`src/watchdog_pkg.sv`:
```
// shared constants for the fieldbus connection watchdog
package watchdog_pkg;
	// register offsets (parameter addresses)
	localparam logic [15:0] CHANNEL_TIMEOUT_ADDR = 16'h160c;
	localparam logic [15:0] CYCLIC_TIMEOUT_ADDR  = 16'h190e;
	// reset values and limits
	localparam logic [15:0] TIMEOUT_RESET = 16'h0000;
	localparam logic [15:0] TIMEOUT_MAX   = 16'h2710;
	localparam logic [1:0]  ERR_CLASS_CHANNEL = 2'h2;
	// timebase: one millisecond at the 20 MHz clock
	localparam int CLK_HZ        = 20000000;
	localparam int TICK_MS       = 1;
	localparam int TICK_CYCLES   = CLK_HZ / 1000 * TICK_MS;
	localparam int TICK_CNT_W    = 15;
	// channel identifier width
	localparam int CHAN_W        = 4;
endpackage

```
`src/fieldbus_connection_watchdog.sv`:
```
// connection supervision for cyclic exchange and one modbus channel
// Notes on behaviour
// RULE1 - drive watches both link loss and message timeouts continuously; here link loss counts only while a timeout is nonzero
// RULE2 - link loss is seen only from the drive's own port state
// RULE3 - cyclic timeout is 0..10000 ms, 0 disables, default 0
// RULE4 - cyclic supervision starts at the first cyclic message after setup
// RULE5 - after a cyclic timeout, re-arm only on the next cyclic message
// RULE6 - channel timeout supervises the channel that wrote it, 0..10000 ms
// RULE7 - silent supervised channel halts processing with class 2 error
// RULE8 - with supervision off, an interrupted link gives no error
// RULE9 - with supervision off, the last command keeps executing
// RULE10 - master should keep supervision on except for troubleshooting
// RULE11 - armed timers restart per message and expire at the interval
`timescale 1ns/100ps
module fieldbus_connection_watchdog
	import watchdog_pkg::*;
#(
	parameter int TICK_DIV = watchdog_pkg::TICK_CYCLES
)
(
	// clock and reset
	input  wire logic                           mclk_i,
	input  wire logic                           rst_n_i,
	// parameter access from the protocol stack
	input  wire logic                           par_wr_i,
	input  wire logic                           par_rd_i,
	input  wire logic [15:0]                    par_addr_i,
	input  wire logic [15:0]                    par_wdata_i,
	input  wire logic [watchdog_pkg::CHAN_W-1:0] par_chan_i,
	output logic [15:0]                         par_rdata_o,
	output logic                                par_ack_o,
	output logic                                par_err_o,
	// message events
	input  wire logic                           cyclic_msg_i,
	input  wire logic                           chan_msg_i,
	input  wire logic [watchdog_pkg::CHAN_W-1:0] chan_id_i,
	// physical port link state and error clear
	input  wire logic                           link_up_i,
	input  wire logic                           err_clear_i,
	// supervision results
	output logic                                cyclic_timeout_o,
	output logic                                chan_timeout_o,
	output logic                                link_lost_o,
	output logic                                halt_o,
	output logic [1:0]                          err_class_o
);
	import watchdog_pkg::*;

	typedef struct packed
	{
		logic [TICK_CNT_W-1:0] div;
		logic                  tick;
		logic [15:0]           cyc_limit;
		logic [15:0]           chan_limit;
		logic [CHAN_W-1:0]     chan_owner;
		logic                  chan_arm;
		logic                  link_q;
		logic [15:0]           rdata;
		logic                  ack;
		logic                  perr;
		logic                  cyc_to;
		logic                  chan_to;
		logic                  link_lost;
		logic                  halt;
		logic [1:0]            err_class;
	} wd_s;

	wd_s st;
	wd_s next_st;

	logic cyc_expire;
	logic chan_expire;
	logic cyc_cfg_wr;
	logic chan_cfg_wr;
	logic chan_kick;

	// range check shared by both timeout settings
	function automatic logic in_range(input logic [15:0] v);
		in_range = (v <= TIMEOUT_MAX);
	endfunction

	// a falling port link counts only while some supervision is enabled
	function automatic logic link_drop(input logic was_up, input logic is_up,
		input logic [15:0] cyc_lim, input logic [15:0] chan_lim);
		link_drop = was_up && !is_up
			&& (cyc_lim != 16'h0000 || chan_lim != 16'h0000);
	endfunction

	////////////////////////////////////////////////////////////////////////
	// write strobes and channel qualification

	assign cyc_cfg_wr  = par_wr_i && par_addr_i == CYCLIC_TIMEOUT_ADDR
		&& in_range(par_wdata_i);
	assign chan_cfg_wr = par_wr_i && par_addr_i == CHANNEL_TIMEOUT_ADDR
		&& in_range(par_wdata_i);
	// only messages on the channel that set the limit keep it alive
	assign chan_kick   = chan_msg_i && chan_id_i == st.chan_owner; // [RULE6]

	////////////////////////////////////////////////////////////////////////
	// timers

	// a config write disarms; the next cyclic message arms again
	ms_timer u_cyclic
	(
		.mclk_i   (mclk_i),
		.rst_n_i  (rst_n_i),
		.tick_i   (st.tick),
		.arm_i    (1'b0),
		.disarm_i (cyc_cfg_wr),
		.kick_i   (cyclic_msg_i), // [RULE4] [RULE5]
		.limit_i  (st.cyc_limit), // [RULE3]
		.armed_o  (),
		.expire_o (cyc_expire)
	);

	// arming waits a cycle: a timer fed the old zero limit would disarm
	ms_timer u_channel
	(
		.mclk_i   (mclk_i),
		.rst_n_i  (rst_n_i),
		.tick_i   (st.tick),
		.arm_i    (st.chan_arm), // [RULE6]
		.disarm_i (1'b0),
		.kick_i   (chan_kick),
		.limit_i  (st.chan_limit),
		.armed_o  (),
		.expire_o (chan_expire)
	);

	////////////////////////////////////////////////////////////////////////
	// next state

	always_comb
	begin
		next_st = st;
		next_st.ack  = 1'b0;
		next_st.perr = 1'b0;
		// arm the channel timer a cycle late, when the new limit stands
		next_st.chan_arm = chan_cfg_wr && par_wdata_i != 16'h0000;
		// 1 ms enable from a free running divider
		if (st.div == TICK_CNT_W'(TICK_DIV - 1))
		begin
			next_st.div  = '0;
			next_st.tick = 1'b1;
		end
		else
		begin
			next_st.div  = st.div + TICK_CNT_W'(1);
			next_st.tick = 1'b0;
		end
		// out of range writes are refused and leave the setting alone
		if (par_wr_i)
		begin
			next_st.ack = 1'b1;
			if (cyc_cfg_wr)
				next_st.cyc_limit = par_wdata_i; // [RULE3]
			else if (chan_cfg_wr)
			begin
				next_st.chan_limit = par_wdata_i; // [RULE6]
				next_st.chan_owner = par_chan_i; // [RULE6]
			end
			else
				next_st.perr = 1'b1;
		end
		else if (par_rd_i)
		begin
			next_st.ack = 1'b1;
			unique case (par_addr_i)
				CYCLIC_TIMEOUT_ADDR:  next_st.rdata = st.cyc_limit;
				CHANNEL_TIMEOUT_ADDR: next_st.rdata = st.chan_limit;
				default:
				begin
					next_st.rdata = 16'h0000;
					next_st.perr  = 1'b1;
				end
			endcase
		end
		// link loss only at our own port; a switch hides it [RULE2]
		next_st.link_q = link_up_i;
		if (link_drop(st.link_q, link_up_i, st.cyc_limit, st.chan_limit))
			next_st.link_lost = 1'b1; // [RULE1] [RULE8]
		// sticky errors; without supervision none arise [RULE8] [RULE9]
		if (cyc_expire)
			next_st.cyc_to = 1'b1; // [RULE1]
		if (chan_expire)
		begin
			next_st.chan_to   = 1'b1;
			next_st.halt      = 1'b1; // [RULE7]
			next_st.err_class = ERR_CLASS_CHANNEL; // [RULE7]
		end
		// clear loses against a same cycle event
		if (err_clear_i)
		begin
			next_st.cyc_to    = cyc_expire;
			next_st.chan_to   = chan_expire;
			next_st.halt      = chan_expire;
			next_st.err_class = chan_expire ? ERR_CLASS_CHANNEL : 2'h0;
			next_st.link_lost = link_drop(st.link_q, link_up_i,
				st.cyc_limit, st.chan_limit);
		end
	end

	////////////////////////////////////////////////////////////////////////
	// state register

	always_ff @(posedge mclk_i)
	begin
		if (!rst_n_i)
		begin
			st            <= '0;
			st.cyc_limit  <= TIMEOUT_RESET;
			st.chan_limit <= TIMEOUT_RESET;
		end
		else
			st <= next_st;
	end

	// outputs straight from flip-flops
	assign par_rdata_o      = st.rdata;
	assign par_ack_o        = st.ack;
	assign par_err_o        = st.perr;
	assign cyclic_timeout_o = st.cyc_to;
	assign chan_timeout_o   = st.chan_to;
	assign link_lost_o      = st.link_lost;
	assign halt_o           = st.halt;
	assign err_class_o      = st.err_class;
endmodule

```
`src/ms_timer.sv`:
```
// armed millisecond timer that restarts on each qualifying message
`timescale 1ns/100ps
module ms_timer
(
	// clock and reset
	input  wire logic        mclk_i,
	input  wire logic        rst_n_i,
	// control
	input  wire logic        tick_i,
	input  wire logic        arm_i,
	input  wire logic        disarm_i,
	input  wire logic        kick_i,
	input  wire logic [15:0] limit_i,
	// status
	output logic             armed_o,
	output logic             expire_o
);
	typedef struct packed
	{
		logic        armed;
		logic        expire;
		logic [15:0] count;
	} timer_s;

	timer_s st;
	timer_s next_st;

	// count ms while armed; a kick or arm restarts from zero
	always_comb
	begin
		next_st = st;
		next_st.expire = 1'b0;
		if (disarm_i || limit_i == 16'h0000)
		begin
			next_st.armed = 1'b0;
			next_st.count = 16'h0000;
		end
		else if (arm_i || kick_i)
		begin
			next_st.armed = 1'b1;
			next_st.count = 16'h0000; // [RULE11]
		end
		else if (st.armed && tick_i)
		begin
			if (st.count + 16'h0001 >= limit_i)
			begin
				// expired: stay unarmed until the next kick or arm
				next_st.expire = 1'b1; // [RULE11]
				next_st.armed  = 1'b0;
				next_st.count  = 16'h0000;
			end
			else
				next_st.count = st.count + 16'h0001;
		end
	end

	always_ff @(posedge mclk_i)
	begin
		if (!rst_n_i)
			st <= '0;
		else
			st <= next_st;
	end

	assign armed_o  = st.armed;
	assign expire_o = st.expire;
endmodule

```
`config.mk`:
```
export PLATFORM = sky130hd
export DESIGN_NAME = fieldbus_connection_watchdog
export DESIGN_NICKNAME = d
export VERILOG_FILES = /design/src/watchdog_pkg.sv /design/src/fieldbus_connection_watchdog.sv /design/src/ms_timer.sv
export SDC_FILE = /design/constraint.sdc
export NUM_CORES = 1
export LEC_CHECK = 0
export BUFFER_PORTS_ARGS = -buffer_cell sky130_fd_sc_hd__buf_2
export CAP_MARGIN = 25
export CELL_PAD_IN_SITES_DETAIL_PLACEMENT = 0
export CELL_PAD_IN_SITES_GLOBAL_PLACEMENT = 2
export CORE_MARGIN = 2
export CORE_UTILIZATION = 35
export CTS_CLUSTER_SIZE = 16
export DETAILED_ROUTE_END_ITERATION = 8
export PLACE_DENSITY_LB_ADDON = 0.12
export SKIP_CTS_REPAIR_TIMING = 1
export SLEW_MARGIN = 30
export SYNTH_ARGS = -nofsm -noshare
export SYNTH_HDL_FRONTEND = slang
export SYNTH_SLANG_ARGS = --single-unit
```
`constraint.sdc`:
```
create_clock -name mclk_i -period 3.4 [get_ports mclk_i]
set_input_delay 0.51 -clock mclk_i [delete_from_list [all_inputs] [get_ports mclk_i]]
set_output_delay 0.51 -clock mclk_i [all_outputs]
set_load 0.01 [all_outputs]
```
After elaboration in Yosys (flattened, before gate mapping)
Cells that the tools add are included.
{"block": "totals", "register_bits": 114, "in_bits": 48, "out_inout_bits": 24, "word_cells": 96}
{"block": "classes", "n_reduce_logical": 39, "mux": 21, "eq_ne": 4, "magnitude_cmp": 3, "add_sub_neg": 3, "bitwise_logic": 5}
{"cell": "$reduce_bool 16->1", "n": 3}
{"cell": "$mux 18", "n": 2}
{"cell": "$add 16x1->16 const B", "n": 2}
{"cell": "$eq 16x13->1 const B", "n": 2}
{"cell": "$ge 16x16->1", "n": 2}
{"cell": "$logic_not 16->1", "n": 2}
{"cell": "$mux 16", "n": 2}
{"cell": "$pmux 16 s2", "n": 1}
{"cell": "$le 16x14->1 const B", "n": 1}
{"cell": "$add 15x1->15 const B", "n": 1}
{"cell": "$eq 15x15->1 const B", "n": 1}
{"cell": "$reduce_bool 2->1", "n": 7}
{"cell": "$logic_and 1x1->1", "n": 10}
{"cell": "$mux 2", "n": 5}
{"cell": "$mux 1", "n": 9}
{"cell": "$reduce_and 2->1", "n": 4}
{"cell": "$reduce_or 2->1", "n": 4}
{"cell": "$reduce_or 4->1", "n": 2}
{"cell": "$mux 6", "n": 1}
{"cell": "$reduce_or 3->1", "n": 2}
{"cell": "$not 1->1", "n": 5}
{"cell": "$eq 4x4->1", "n": 1}
{"cell": "$logic_or 1x1->1", "n": 3}
{"cell": "$mux 3", "n": 1}
{"cell": "2 further kinds", "n": 2}

Longest topological paths before layout
{"block": "logic_depth", "ltp_word": 6, "depth_mapped": 14, "depth_no_buf": 13}

Cells and area by module
Synthesis repeated with hierarchy kept, for this count alone.
{"block": "unflattened", "hier_cells": 739, "hier_area_um2": 6384.9}
{"module": "fieldbus_connection_watchdog", "seq_area_each_um2": 1501.4, "instances": 1, "cells_per_inst": 373, "area_per_inst_um2": 3404.5}
{"module": "ms_timer", "seq_area_each_um2": 360.3, "instances": 2, "cells_per_inst": 183, "area_per_inst_um2": 1490.2}

Least setup slack after synthesis
No wires, ideal clock.
{"block": "synth_path", "path_type": "register to register", "startpoint": "register u_cyclic.st[2] (netlist name)", "endpoint": "register u_cyclic.st[12] (netlist name)", "slack_ps": 602, "path_buffers": 2, "t_arrival_ps": 2728, "path_stages_with_launch": 13, "required_ps": 3330, "period_less_slack_ps": 2798, "setup_ps": 70, "cell_sequence": "dfxtp_1 -> buf_2 -> nand3_1 -> or4_1 -> xnor2_1 -> ha_1 -> a21oi_1 -> o21a_1 -> nor2_1 -> a211oi_1 -> clkbuf_1 -> nand3_1 -> a21oi_1"}
{"block": "synth_between", "elab_chain_len": 3}
{"item": "start: declaration", "line_no": "ms_timer.sv:25", "rtl": "timer_s st;"}
{"item": "start signal: assignment", "line_no": "ms_timer.sv:62", "rtl": "st <= next_st;"}
{"item": "$add 16x1->16 *", "line_no": "ms_timer.sv:45, ms_timer.sv:53"}
{"item": "$ge 16x16->1", "line_no": "ms_timer.sv:45", "rtl": "if (st.count + 16'h0001 >= limit_i)"}
{"item": "$mux 16 *", "line_no": "ms_timer.sv:45"}
Every way passes the cells marked *; elsewhere a longest branch is shown, timed or not.
A chain may end at the register's enable or synchronous reset.

Final worst setup path
{"block": "layout_path", "startpoint": "register u_cyclic.st[0] (netlist name)", "endpoint": "register u_cyclic.st[3] (netlist name)"}
Same word-level chain as after synthesis.

==> impl_metrics.py <==
metrics = {
    "sta": {
        "finalClockSkew_ns": 0.01028,
        "setup-violations-final": 0,
        "period_minus_slack_ns": 3.115,
        "finalMaxSlewViolations": 0,
        "rsz0062_at_grt": "no",
        "tightest_slew_ns": 0.7426,
        "hold-worst-slack_ns": 0.3673,
        "fin_tns_setup_ns": 0,
        "slew_headroom_pct": 50.37,
        "period_share_pct": 91.61,
        "max_freq_mhz": 321.0,
        "hold_viol_final": 0,
    },
    "route": {
        "routedWlPerCell_um": 15.90,
        "drt_iter0_markers": 262,
        "dr_total_vias": 5213,
        "drcViolationCount": 0,
        "wl_mm": 15.96,
        "dr.pass1.iters": 5,
        "viasPerCell": 5.192,
        "postRouteAntennaNets": 0,
    },
    "placement": {
        "io_buffers": 70,
        "gp_congestion": 0.8119,
        "hpwl_mm": 11.95,
    },
    "min_path": {
        "hold_path.class": "in2reg",
    },
    "logic_synthesis": {
        "ys_seq_area_share_pct": 36.71,
        "async_flop_share_pct": 0,
        "synth-edff-count": 0,
        "synth_cells": 734,
        "synth.distinct_cells": 61,
        "syn_area_um2": 6053,
        "ys_warn_count": 0,
        "yosysTopAreaCellShare_pct": 36.71,
        "synth-seq-cells": 111,
        "yosys-top-cells-area": "dfxtp_1 37%, ha_1 7.2%, nor2_1 6.2%, mux2i_1 5.3%, nand2_1 3.8%",
        "postSynthAreaPerCell_um2": 8.247,
        "synth_fp_nets": 817,
        "synth_area_leader_cell": "dfxtp_1",
        "yosys_most_used_dff": "dfxtp_1",
    },
    "grt": {
        "grt_max_degree": 58,
        "grt_pass1_vias": 5083,
        "grt_pass1_wl_mm": 26.07,
        "grt_usage_pct": 17.96,
        "grt_overflow": 0,
        "antenna_found_initial": 0,
    },
    "setup_path": {
        "critPathMaxStageDelay_ns": 0.60,
        "critPathTopFamily": "simple AND/OR/NAND/NOR gates",
        "worst_ep_required_time_ns": 3.69,
        "critPathLaunchType": "flop",
        "crit_arrival_ns": 3.41,
        "crit_path_end_kind": "flop",
        "cp_slowest_cell": "or4b_2",
        "crit_path_max_fanout": 6,
        "path_class": "reg2reg",
        "crit_buf_inv": 0,
        "crit_chain": "ha_1 > nand2_1 > nor2_1 > xor2_1 > ha_1 > and2_1 > a221oi_1 > o21ai_1 > nand2_1 > or4b_2 > a31oi_1",
    },
    "layout": {
        "final_common_cell": "dfxtp_1",
        "area_delta_synth_final_pct": 12.42,
        "layout_common_cells": "111 x dfxtp_1, 100 x nor2_1, 70 x buf_2",
        "nFillCells": 1744,
        "nNetsFinal": 857,
        "drive_gt1_share_pct": 14.76,
        "diodes": 0,
        "final_core_util_pct": 39.76,
    },
    "cts": {
        "clock_latency_ns": 0.36,
        "root_buffer": "clkbuf_16",
        "htree_levels": 3,
        "clock-sinks": 111,
        "cts_tree": "yes",
        "clkTransAtPathRegs_ns": 0.08,
        "clockBufferDepth": 2,
        "cts_made_buffers": 9,
    },
    "floorplan": {
        "rows": 48,
        "start_util_pct": 35.37,
        "core_um2": 17120,
        "die_w_um": 135.5,
        "ios": 72,
        "die_area_um2": 18360,
        "die_h_um": 135.5,
    },
    "power": {
        "p_leak_uw": 0.002878,
        "peakVddDrop_v": 0.0002320,
        "power_density_nw_per_um2": 381.1,
    },
    "status": {
        "status": "finished, final reports clean",
    },
    "flow_run": {
        "drv_cap": 0,
    },
}
## metrics by stage
stage	worst slack [ns]	area [µm²]	instances	power, µW
2_1_floorplan	0.6020	6053	734	1427
3_3_place_gp	0.2155	6459	987	1476
3_5_place_dp	0.1590	6461	987	1478
4_1_cts	0.1403	6782	1003	2635
5_1_grt	0.01080	6805	1004	2697
6_report	0.2851	6805	1004	2593
## Yosys cell counts (4+ instances only)
cell	instances
a21oi_1	24
nand4_1	16
nand2_1	62
nor2_1	100
dfxtp_1	111
inv_1	44
buf_4	22
clkbuf_1	17
o22ai_1	10
o21ai_0	10
mux2i_1	32
and3_1	11
buf_2	11
ha_1	35
and2_1	6
nand3_1	45
xnor2_1	17
a31oi_1	9
a221oi_1	17
a41oi_1	4
xor2_1	23
a211oi_1	4
nor3_1	32
nor4_1	12
## metal layers
layer	vias up	global-route usage [%]	wire, µm
li1	2660	-	-
met1	2461	23.89	7858
met2	86	30.54	7488
met3	6	3.666	519
met4	0	3.125	92
met5	-	0	0
## cell families after synthesis
family / count (synthesis) / synth area share (%)
other: 1 / 0.06195
adders and majority gates: 35 / 7.234
AOI/OAI and AO/OA: 98 / 11.10
xor gates and xnor gates: 40 / 5.787
DFF: 111 / 36.71
buffers and inverters: 99 / 8.102
muxes: 32 / 5.291
and+or+nand+nor: 318 / 25.71
## registers in the layout (all words and copies together), names as in the netlist, 16 cells and up
name / count
u_channel.st: 16
u_cyclic.st: 16
st: 54
par_rdata_o: 16
## final timing paths
check | from | endpoint | slack (ns) | depth (start not counted)
max | u_cyclic.st[0] | u_cyclic.st[3] | 0.29 | 11
max reg2reg | u_cyclic.st[0] | u_cyclic.st[3] | 0.29 | 11
min reg2reg | u_cyclic.st[13] | u_cyclic.st[13] | 0.46 | 2
min | link_up_i | st[24] | 0.37 | 2
## final cells by class
cell class              instances  area (µm²)  area share, %
clock buffers                  10       239.0          3.512
clock inverters                 6       81.33          1.195
inverters                      45       168.9          2.482
multi-input cells             524        3364          49.44
flip-flops and latches        111        2222          32.65
well taps                     225       281.5          4.137
repair buffers                 83       447.9          6.582
## report_power, final
| group | leakage [µW] | switching, µW | internal [µW] |
|---|---|---|---|
| clock | 0.000157 | 538 | 610 |
| combinational | 0.00182 | 72.2 | 50.5 |
| sequential | 0.000898 | 7.78 | 1310 |
Power figures use the tool's default switching activity.
